## src/sio_pkg.sv

```systemverilog
// constants shared by the three-wire serial port files
`default_nettype none

package sio_pkg;

   // ==========================================================
   // register-file addresses and peripheral address
   localparam int         RF_ADDR_W     = 7;
   localparam logic [6:0] CTRL_ADDR     = 7'h22; // serial_control
   localparam logic [6:0] PORT_ADDR     = 7'h23; // port_enable_flag home
   localparam logic [6:0] IRQ_ADDR      = 7'h3B; // transfer_done_request
   localparam logic [6:0] SHIFT_PADDR   = 7'h01; // serial_shift_data

   // ==========================================================
   // field positions
   localparam int         CLK_SEL_LO_BIT = 0;   // clock_select_low
   localparam int         CLK_SEL_HI_BIT = 1;   // clock_select_high
   localparam int         FLOAT_BIT      = 2;   // output_float_control
   localparam int         START_BIT      = 3;   // transfer_start_flag
   localparam int         PORT_EN_BIT    = 0;   // port_enable_flag
   localparam int         IRQ_BIT        = 3;   // transfer_done_request

   // ==========================================================
   // reset values
   localparam logic [3:0] CTRL_RESET     = 4'h0;
   localparam logic [7:0] SHIFT_RESET    = 8'h00;

   // ==========================================================
   // clock selection codes and divider ratios
   localparam logic [1:0] SEL_EXT        = 2'h0;
   localparam logic [1:0] SEL_DIV16      = 2'h1;
   localparam logic [1:0] SEL_DIV128     = 2'h2;
   localparam logic [1:0] SEL_DIV1024    = 2'h3;
   localparam int         DIV16          = 16;
   localparam int         DIV128         = 128;
   localparam int         DIV1024        = 1024;
   localparam int         DIV_CNT_W      = 10;

   // ==========================================================
   // transfer length and fifo shape
   localparam int         BITS_PER_XFER  = 8;
   localparam int         BIT_CNT_W      = 3;
   localparam int         FIFO_DEPTH     = 8;

endpackage : sio_pkg

`default_nettype wire

```

## src/sio_fifo_if.sv

```systemverilog
// valid/ready carrier between the port core and its receive fifo
`timescale 1ns/1ns
`default_nettype none

interface sio_fifo_if #(parameter int W = 8);
   logic         in_valid;
   logic         in_ready;
   logic [W-1:0] in_data;
   logic         out_valid;
   logic         out_ready;
   logic [W-1:0] out_data;

   // ==========================================================
   // core side fills and drains, fifo side stores
   modport core (output in_valid, output in_data, input in_ready,
                 input out_valid, input out_data, output out_ready);
   modport fifo (input in_valid, input in_data, output in_ready,
                 output out_valid, output out_data, input out_ready);
endinterface : sio_fifo_if

`default_nettype wire

```

## src/sio_fifo.sv

```systemverilog
// receive fifo with registered output stage
`timescale 1ns/1ns
`default_nettype none

module sio_fifo #(
   parameter int W     = 8,
   parameter int DEPTH = 8
) (
   // clock and reset
   input  wire logic clk_i,
   input  wire logic rst_i,
   input  wire logic ce_i,
   // stream
   sio_fifo_if.fifo  q
);
   localparam int AW = $clog2(DEPTH);

   logic [W-1:0] mem_q [DEPTH];
   logic [AW-1:0] wr_q;
   logic [AW-1:0] rd_q;
   logic [AW:0]   cnt_q;
   logic          out_valid_q;
   logic [W-1:0]  out_data_q;
   logic          push;
   logic          pop;

   // ==========================================================
   // handshakes
   assign q.in_ready  = (cnt_q != (AW+1)'(DEPTH));
   assign push        = q.in_valid && q.in_ready;
   assign pop         = (cnt_q != '0) && (!out_valid_q || q.out_ready);
   assign q.out_valid = out_valid_q;
   assign q.out_data  = out_data_q;

   // storage write
   always_ff @(posedge clk_i) begin
      if (ce_i && push) begin
         mem_q[wr_q] <= q.in_data;
      end
   end

   // pointers and fill count
   always_ff @(posedge clk_i or posedge rst_i) begin
      if (rst_i) begin
         wr_q  <= '0;
         rd_q  <= '0;
         cnt_q <= '0;
      end else if (ce_i) begin
         if (push) wr_q <= AW'(wr_q + 1'b1);
         if (pop)  rd_q <= AW'(rd_q + 1'b1);
         cnt_q <= (AW+1)'(cnt_q + push - pop);
      end
   end

   // output register
   always_ff @(posedge clk_i or posedge rst_i) begin
      if (rst_i) begin
         out_valid_q <= 1'b0;
         out_data_q  <= '0;
      end else if (ce_i) begin
         if (pop) begin
            out_valid_q <= 1'b1;
            out_data_q  <= mem_q[rd_q];
         end else if (q.out_ready) begin
            out_valid_q <= 1'b0;
         end
      end
   end
endmodule : sio_fifo

`default_nettype wire

```

## src/sio_clkdiv.sv

```systemverilog
// half-period tick generator for the internal serial clocks
`timescale 1ns/1ns
`default_nettype none

module sio_clkdiv
   import sio_pkg::*;
(
   // clock and reset
   input  wire logic       clk_i,
   input  wire logic       rst_i,
   input  wire logic       ce_i,
   // control
   input  wire logic       run_i,
   input  wire logic [1:0] sel_i,
   // tick each half serial period
   output logic            tick_o
);
   localparam logic [DIV_CNT_W-1:0] M16   = DIV_CNT_W'(DIV16 / 2 - 1);
   localparam logic [DIV_CNT_W-1:0] M128  = DIV_CNT_W'(DIV128 / 2 - 1);
   localparam logic [DIV_CNT_W-1:0] M1024 = DIV_CNT_W'(DIV1024 / 2 - 1);

   logic [DIV_CNT_W-1:0] cnt_q;
   logic [DIV_CNT_W-1:0] mask;

   // ==========================================================
   // ratio select
   always_comb begin
      case (sel_i)
         SEL_DIV16:   mask = M16;
         SEL_DIV128:  mask = M128;
         SEL_DIV1024: mask = M1024;
         default:     mask = M16;
      endcase
   end

   // restart while idle so the first half period is full length
   always_ff @(posedge clk_i or posedge rst_i) begin
      if (rst_i) begin
         cnt_q  <= '0;
         tick_o <= 1'b0;
      end else if (ce_i) begin
         if (!run_i) begin
            cnt_q  <= '0;
            tick_o <= 1'b0;
         end else begin
            tick_o <= ((cnt_q & mask) == mask);
            cnt_q  <= DIV_CNT_W'(cnt_q + 1'b1);
         end
      end
   end
endmodule : sio_clkdiv

`default_nettype wire

```

## src/sio_top.sv

```systemverilog
// three-wire clocked serial port with receive fifo
`timescale 1ns/1ns
`default_nettype none

// Operation
// - falling clock edge drives shift msb out
// - rising clock edge shifts left, samples input
// - 3-bit counter, eighth pulse sets done flag
// - receive-only floats data output, still shifts
// - port enable off: pins free, no transfer
// - float bit chooses duplex or receive-only
// - end clears start flag, sets done flag
// - two-bit field selects clock source, divider
// - internal clock out only during transfer
// - external clock accepted only while started
// - setting start clears the done flag
// - writing start zero aborts, clears counter
// - start flag reads one while shifting
module sio_top #(
   parameter int DATA_W     = sio_pkg::BITS_PER_XFER,
   parameter int FIFO_DEPTH = sio_pkg::FIFO_DEPTH
) (
   // clock, reset, enable
   input  wire logic                        SYS_CLK_I,
   input  wire logic                        RST_I,
   input  wire logic                        CE_I,
   // register-file port
   input  wire logic [sio_pkg::RF_ADDR_W-1:0] RF_ADDR_I,
   input  wire logic                        RF_WE_I,
   input  wire logic                        RF_RE_I,
   input  wire logic [3:0]                  RF_WDATA_I,
   output logic      [3:0]                  RF_RDATA_O,
   // peripheral transfer through the data buffer
   input  wire logic                        PUT_I,
   input  wire logic [sio_pkg::RF_ADDR_W-1:0] PERIPH_ADDR_I,
   input  wire logic [DATA_W-1:0]           PUT_DATA_I,
   output logic      [DATA_W-1:0]           SHIFT_DATA_O,
   // serial pins
   input  wire logic                        SCK_I,
   output logic                             SCK_O,
   output logic                             SCK_OE_O,
   input  wire logic                        SI_I,
   output logic                             SO_O,
   output logic                             SO_OE_O,
   // received byte stream
   output logic                             RX_VALID_O,
   input  wire logic                        RX_READY_I,
   output logic      [DATA_W-1:0]           RX_DATA_O,
   // done flag to the interrupt controller
   output logic                             IRQ_REQ_O
);
   import sio_pkg::*;

   // ==========================================================
   // state
   // software-visible control bits
   logic [1:0]           clk_sel_q;    // clock_select_high/low
   logic                 float_q;      // output_float_control
   logic                 start_q;      // transfer_start_flag
   logic                 port_en_q;    // port_enable_flag
   logic                 irq_q;        // transfer_done_request

   // transfer progress
   logic [DATA_W-1:0]    shift_q;      // serial_shift_data
   logic [BIT_CNT_W-1:0] cnt_q;

   // pin drivers
   logic                 sck_q;
   logic                 sck_prev_q;
   logic                 sck_oe_q;
   logic                 so_q;
   logic                 so_oe_q;

   // read data
   logic [3:0]           rdata_q;

   // ==========================================================
   // decoded strobes and edges
   // register writes
   logic                 wr_ctrl;
   logic                 wr_port;
   logic                 wr_irq;

   // transfer control
   logic                 start_set;
   logic                 abort;
   logic                 internal;
   logic                 active;
   logic                 div_run;

   // serial clock events
   logic                 tick;
   logic                 fall;
   logic                 rise;

   // data path
   logic                 done;
   logic                 load;
   logic [DATA_W-1:0]    shift_next;

   sio_fifo_if #(.W(DATA_W)) rxq ();

   // register-file write decode
   assign wr_ctrl = RF_WE_I && (RF_ADDR_I == CTRL_ADDR);
   assign wr_port = RF_WE_I && (RF_ADDR_I == PORT_ADDR);
   assign wr_irq  = RF_WE_I && (RF_ADDR_I == IRQ_ADDR);

   // a start is refused while the fifo has no room for its byte
   assign start_set = wr_ctrl && RF_WDATA_I[START_BIT] && rxq.in_ready;
   assign abort     = wr_ctrl && !RF_WDATA_I[START_BIT];

   // clock source and shifting window
   assign internal = (clk_sel_q != SEL_EXT);
   assign active   = start_q && port_en_q;

   // divider and driven clock run only inside a transfer
   assign div_run  = active && internal;

   // serial clock edges from either source
   always_comb begin
      fall = 1'b0;
      rise = 1'b0;
      if (active) begin
         if (internal) begin
            // each divider tick flips the driven level
            fall = tick && sck_q;
            rise = tick && !sck_q;
         end else begin
            // edges of the sampled clock pin
            fall = sck_prev_q && !SCK_I;
            rise = !sck_prev_q && SCK_I;
         end
      end
   end

   // eighth rising edge closes the transfer
   assign done = rise && (cnt_q == BIT_CNT_W'(BITS_PER_XFER - 1));

   // byte as it stands after this rising edge
   assign shift_next = {shift_q[DATA_W-2:0], SI_I};

   // data-buffer load while no shifting is under way
   assign load = PUT_I && (PERIPH_ADDR_I == SHIFT_PADDR) && !active;

   // ==========================================================
   // internal serial clock divider
   sio_clkdiv u_div (
      .clk_i  (SYS_CLK_I),
      .rst_i  (RST_I),
      .ce_i   (CE_I),
      .run_i  (div_run),
      .sel_i  (clk_sel_q),
      .tick_o (tick)
   );

   // ==========================================================
   // receive fifo
   sio_fifo #(
      .W     (DATA_W),
      .DEPTH (FIFO_DEPTH)
   ) u_fifo (
      .clk_i (SYS_CLK_I),
      .rst_i (RST_I),
      .ce_i  (CE_I),
      .q     (rxq.fifo)
   );

   // every completed byte is pushed; room was checked at start
   assign rxq.in_valid  = done;
   assign rxq.in_data   = shift_next;
   assign rxq.out_ready = RX_READY_I;

   // fifo output stage is already a register
   assign RX_VALID_O    = rxq.out_valid;
   assign RX_DATA_O     = rxq.out_data;

   // ==========================================================
   // control register fields other than start
   always_ff @(posedge SYS_CLK_I or posedge RST_I) begin
      if (RST_I) begin
         clk_sel_q <= CTRL_RESET[CLK_SEL_HI_BIT:CLK_SEL_LO_BIT];
         float_q   <= CTRL_RESET[FLOAT_BIT];
      end else if (CE_I && wr_ctrl) begin
         clk_sel_q <= RF_WDATA_I[CLK_SEL_HI_BIT:CLK_SEL_LO_BIT];
         float_q   <= RF_WDATA_I[FLOAT_BIT];
      end
   end

   // port enable flag
   always_ff @(posedge SYS_CLK_I or posedge RST_I) begin
      if (RST_I) begin
         port_en_q <= 1'b0;
      end else if (CE_I && wr_port) begin
         port_en_q <= RF_WDATA_I[PORT_EN_BIT];
      end
   end

   // ==========================================================
   // start flag: set by write, cleared by abort or end of byte
   always_ff @(posedge SYS_CLK_I or posedge RST_I) begin
      if (RST_I) begin
         start_q <= CTRL_RESET[START_BIT];
      end else if (CE_I) begin
         // a new start outranks a finishing byte
         if (start_set) begin
            start_q <= 1'b1;
         end else if (abort || done) begin
            start_q <= 1'b0;
         end
      end
   end

   // done flag: hardware set wins over any clear
   always_ff @(posedge SYS_CLK_I or posedge RST_I) begin
      if (RST_I) begin
         irq_q <= 1'b0;
      end else if (CE_I) begin
         if (done) begin
            irq_q <= 1'b1;
         end else if (start_set) begin
            irq_q <= 1'b0;
         end else if (wr_irq) begin
            // software may also set or clear it
            irq_q <= RF_WDATA_I[IRQ_BIT];
         end
      end
   end

   // bit counter, wraps to zero after the eighth pulse
   always_ff @(posedge SYS_CLK_I or posedge RST_I) begin
      if (RST_I) begin
         cnt_q <= '0;
      end else if (CE_I) begin
         // start and abort both restart the count
         if (start_set || abort) begin
            cnt_q <= '0;
         end else if (rise) begin
            cnt_q <= BIT_CNT_W'(cnt_q + 1'b1);
         end
      end
   end

   // ==========================================================
   // shift register: plain register when not shifting
   always_ff @(posedge SYS_CLK_I or posedge RST_I) begin
      if (RST_I) begin
         shift_q <= SHIFT_RESET;
      end else if (CE_I) begin
         // a load only lands while idle
         if (load) begin
            shift_q <= PUT_DATA_I;
         end else if (rise) begin
            shift_q <= shift_next;
         end
      end
   end

   // ==========================================================
   // internal clock level, parked high outside a transfer
   always_ff @(posedge SYS_CLK_I or posedge RST_I) begin
      if (RST_I) begin
         sck_q <= 1'b1;
      end else if (CE_I) begin
         if (!div_run) begin
            sck_q <= 1'b1;
         end else if (tick) begin
            sck_q <= !sck_q;
         end
      end
   end

   // last sampled external clock level for edge detection
   always_ff @(posedge SYS_CLK_I or posedge RST_I) begin
      if (RST_I) begin
         sck_prev_q <= 1'b1;
      end else if (CE_I) begin
         // idle level is high, so no false edge
         sck_prev_q <= SCK_I;
      end
   end

   // data output bit follows the msb on each falling edge
   always_ff @(posedge SYS_CLK_I or posedge RST_I) begin
      if (RST_I) begin
         so_q <= 1'b1;
      end else if (CE_I && fall) begin
         so_q <= shift_q[DATA_W-1];
      end
   end

   // clock pin drive, released when the port is off
   always_ff @(posedge SYS_CLK_I or posedge RST_I) begin
      if (RST_I) begin
         sck_oe_q <= 1'b0;
      end else if (CE_I) begin
         sck_oe_q <= port_en_q && internal;
      end
   end

   // data pin drive, released in receive-only mode
   always_ff @(posedge SYS_CLK_I or posedge RST_I) begin
      if (RST_I) begin
         so_oe_q  <= 1'b0;
      end else if (CE_I) begin
         so_oe_q  <= port_en_q && !float_q;
      end
   end

   // ==========================================================
   // register-file read data
   always_ff @(posedge SYS_CLK_I or posedge RST_I) begin
      if (RST_I) begin
         rdata_q <= 4'h0;
      end else if (CE_I && RF_RE_I) begin
         // unmapped addresses read as zero
         case (RF_ADDR_I)
            CTRL_ADDR: rdata_q <= {start_q, float_q, clk_sel_q};
            PORT_ADDR: rdata_q <= {3'h0, port_en_q};
            IRQ_ADDR:  rdata_q <= {irq_q, 3'h0};
            default:   rdata_q <= 4'h0;
         endcase
      end
   end

   // ==========================================================
   // outputs straight from flops: register side
   assign RF_RDATA_O   = rdata_q;
   assign SHIFT_DATA_O = shift_q;

   // serial pins
   assign SCK_O        = sck_q;
   assign SCK_OE_O     = sck_oe_q;
   assign SO_O         = so_q;
   assign SO_OE_O      = so_oe_q;

   // done flag
   assign IRQ_REQ_O    = irq_q;
endmodule : sio_top

`default_nettype wire

```

## config.mk

```make
export PLATFORM = sky130hd
export DESIGN_NAME = sio_top
export DESIGN_NICKNAME = d
export VERILOG_FILES = /design/src/sio_pkg.sv /design/src/sio_fifo_if.sv /design/src/sio_fifo.sv /design/src/sio_clkdiv.sv /design/src/sio_top.sv
export SDC_FILE = /design/constraint.sdc
export NUM_CORES = 1
export LEC_CHECK = 0
export BUFFER_PORTS_ARGS = -buffer_cell sky130_fd_sc_hd__buf_2
export CORE_ASPECT_RATIO = 1.1
export CORE_MARGIN = 10
export CORE_UTILIZATION = 40
export CTS_CLUSTER_DIAMETER = 40
export DETAILED_ROUTE_END_ITERATION = 6
export PLACE_DENSITY = 0.58
export SLEW_MARGIN = 40
export SYNTH_ARGS = -nofsm -noshare
export SYNTH_HDL_FRONTEND = slang
export SYNTH_SLANG_ARGS = --single-unit
```

## constraint.sdc

```tcl
create_clock -name SYS_CLK_I -period 7.9 [get_ports SYS_CLK_I]
set_input_delay 1.58 -clock SYS_CLK_I [delete_from_list [all_inputs] [get_ports SYS_CLK_I]]
set_output_delay 1.58 -clock SYS_CLK_I [all_outputs]
set_load 0.005 [all_outputs]
```

==> results.md <==
* Clk root buf: clkbuf_16
* Clk pin slew, worst setup/hold paths at 50 ps
* Syn Area/Cell at 14.32 um2
* Clock Skew at 9.191 ps
* Most common cell in the netlist: edfxtp_1
* Number of routed nets with antenna violations at 0
* Pre-CTS WS at 4183 ps
* Worst Hold Endpoint: SCK_OE_O
* Initial DRC count at 166
* Setup-failing EPs final at 0
* H-tree depth at 4
* Reg-to-Reg Start: clk_sel_q[1]
* Commonest cells post-synth: 64 x edfxtp_1, 52 x dfrtp_1, 23 x nor2_1
* CP max FO at 32
* DR DRC count at 0
* Final worst slack at 4651 ps
* Area contributors post-synth: edfxtp_1 37%, dfrtp_1 25%, mux4_2 6.9%, ha_1 2.7%, mux2_2 2.4%
* Max frequency at 307.8 MHz
* CTS Buffer Depth at 2
* FP Rows at 43
* Tightest Hold Check Type: reg2reg
* Min Tclk post-route at 3249 ps
* Final slew viol count at 0
* Critical Path Start Type: primary input
* GR peak layer: met1
* Leak at 2.484 nW
* Vias in the first global route at 3,321
* Post-layout util at 49.23%
* DP Wirelength at 7.232 mm
* CP max stage cell: nor3_2
* Initial antenna violation count at 0
* Port bufs at 60
* Final Hold Fails at 0
* Worst Setup SP: CE_I
* Worst path bufs/invs at 1
* PwrDens at 295.3 nW/um2
* Ports at 61
* Placed cell area at 5660 um2
* Synth Net Count at 409
* Mapped Cells at 362
* Fin Hold WS at 490.0 ps
* Starting Density at 41.01%
* Most used DFF post-synth: edfxtp_1
* Netlist cell types at 51
* CP arrival at 3280 ps
* Fill cells at 1,067
* Register Area at 3303 um2
* CTS sink cnt at 119
* CTS tree: built
* Die area at 17,920 um2
* RR Endpoint: u_fifo.cnt_q[2]
* Share of cells above drive strength 1 at 30.54%
* Met2 usage at 16.74%
* Total gr overflow at 0
* Most used cell, CP: nand2_1
* Area added between synthesis and finish at 20.05%
* Seq/Total Area, Yosys at 63.68%
* DR pass1 iterations at 4
* Core Area at 12,640 um2
* Met1 Usage GRT at 16.91%
* NumNets Final at 476
* Inserted Diodes at 0
* Internal reg-to-reg setup slack at 5370 ps
* Total GRT Usage at 12.11%
* Met3 GRT Util at 4.065%
* Post-CTS Resized at 0
* Overall Power at 1.838 mW
* Setup_tns at 0 ps
* Worst Path Required at 7940 ps
* Max VDD drop at 133.5 uV
* Post-synth EDFFs at 64
* Max Cap Viol at 0
* Die span in x at 128.6 um
* WS Path Type: in2reg
* Outcome: finished, final reports clean
* Via count at 3,173
* Placed cells at 567
* Height of the die at 139.4 um
* Drt wl/cell at 17.19 um
* CP Capture Type: flop
* Number of synthesized register bits at 119
* TritonCTS buffer count at 17
* Syn Std Cell Area at 5185 um2
* Total wire length at 10.29 mm
* Largest net degree at the start of global routing at 56
* Hold path start: SCK_OE_O
* Non-filler instance count after layout at 599
* Crit path cell chain: buf_2 -> nand2_1 -> nor3_1 -> nand2_1 -> nor3_2
* Fraction of registers with async set/reset at 46.22%
* Worst slew pin tran at 745.3 ps
* Worst skew pair latency at 410 ps
* Hold buffers post-CTS at 0
* FF-to-FF path depth at 10
* Postcts setup bufs at 0
* Synth Warn # at 0
* Post-synth top area cell: edfxtp_1
* Global placement routability congestion at 0.7796
* First-pass GRT wire length at 17.37 mm
* Vias per cell at 5.297
* Fin area at 6225 um2
* Top Family by Delay on Critical Path: simple AND/OR/NAND/NOR gates
* Area of the multi-input gates at 1778 um2
* Unrepaired setup endpoints after global routing: false
* Hold path depth at 1
* Slew headroom at 50.31%
* Critical Path Max Stage Delay at 630 ps
* Fin crit share at 41.13%
* Share of the synthesized area in the top cell type at 37.07%
registers in the layout (all words and copies together), names as in the netlist, 4 cells and up:
name               count
u_fifo.mem_q          64
u_div.cnt_q            9
SHIFT_DATA_O           8
u_fifo.q.out_data      8
RF_RDATA_O             4
u_fifo.cnt_q           4
power by group:
group	switching (mW)	internal [mW]	total [mW]
Clock	0.270	0.461	0.731
Sequential	0.0924	0.707	0.800
Combinational	0.127	0.181	0.308
cells in the final DEF, fill, tap and decap left out, types with 3 or more instances in the layout:
master      count
xnor2_1         7
nand2_1        22
nor2_1         23
mux4_2         16
a21o_1          4
o21a_1          9
o32a_1          8
clkinv_2        4
nand3_1         9
dfrtp_1        51
o21ai_0         9
buf_2          60
a22o_1          5
inv_1          13
ha_1           11
o2bb2ai_1       3
mux2i_1         9
nor3_1          7
a21oi_1        18
nand2b_1        3
a32o_1          3
clkinvlp_4      4
clkbuf_16      17
edfxtp_1       64
buf_4           4
nor3_2          3
nor4_1          3
mux2_2         11
dfstp_2         3
cell families (layout without fill, tap and decap cells):
group,count (synthesis),after routing,synth area share [%]
fa+ha+maj,12,12,3.041
mux,36,36,11.08
simple gates,85,85,8.157
compound gates,71,71,10.01
xor+xnor,9,9,1.520
buf+inv,30,110,2.510
flops,119,119,63.68
worst max-delay path by stage:
stage                         endpoint  slack [ps]  cells past startpoint
floorplan           u_fifo.mem_q[2][0]        4220                      4
global placement    u_fifo.mem_q[1][4]        3930                      5
detailed placement  u_fifo.mem_q[1][3]        4180                      5
CTS                 u_fifo.mem_q[1][1]        4610                      5
global route        u_fifo.mem_q[1][1]        4420                      5
finish              u_fifo.mem_q[1][1]        4650                      5
area by class of cell:
type,instances,share of cell area [%]
flip-flops and latches,119,53.07
multi-input cells,213,28.56
clock buffers,19,6.955
repair buffers,64,5.307
well taps,157,3.156
clock inverters,13,2.111
inverters,14,0.8442
worst reg2reg max path, stage by stage, from the launching register on:
cell and delay, ps:
dfrtp_1 480, or4b_4 580, o21ai_2 130, nand2_1 130, nor3_1 160, ha_1 200, inv_1 60, fa_1 370
xnor2_1 130, nand2_1 60, o21ai_0 80
per-layer routing:
| metal | routed length, um | vias up |
|---|---|---|
| li1 | - | 1522 |
| met1 | 5086 | 1555 |
| met2 | 4528 | 81 |
| met3 | 526 | 15 |
| met4 | 153 | 0 |
| met5 | 0 | - |
Power figures use the tool's default switching activity.
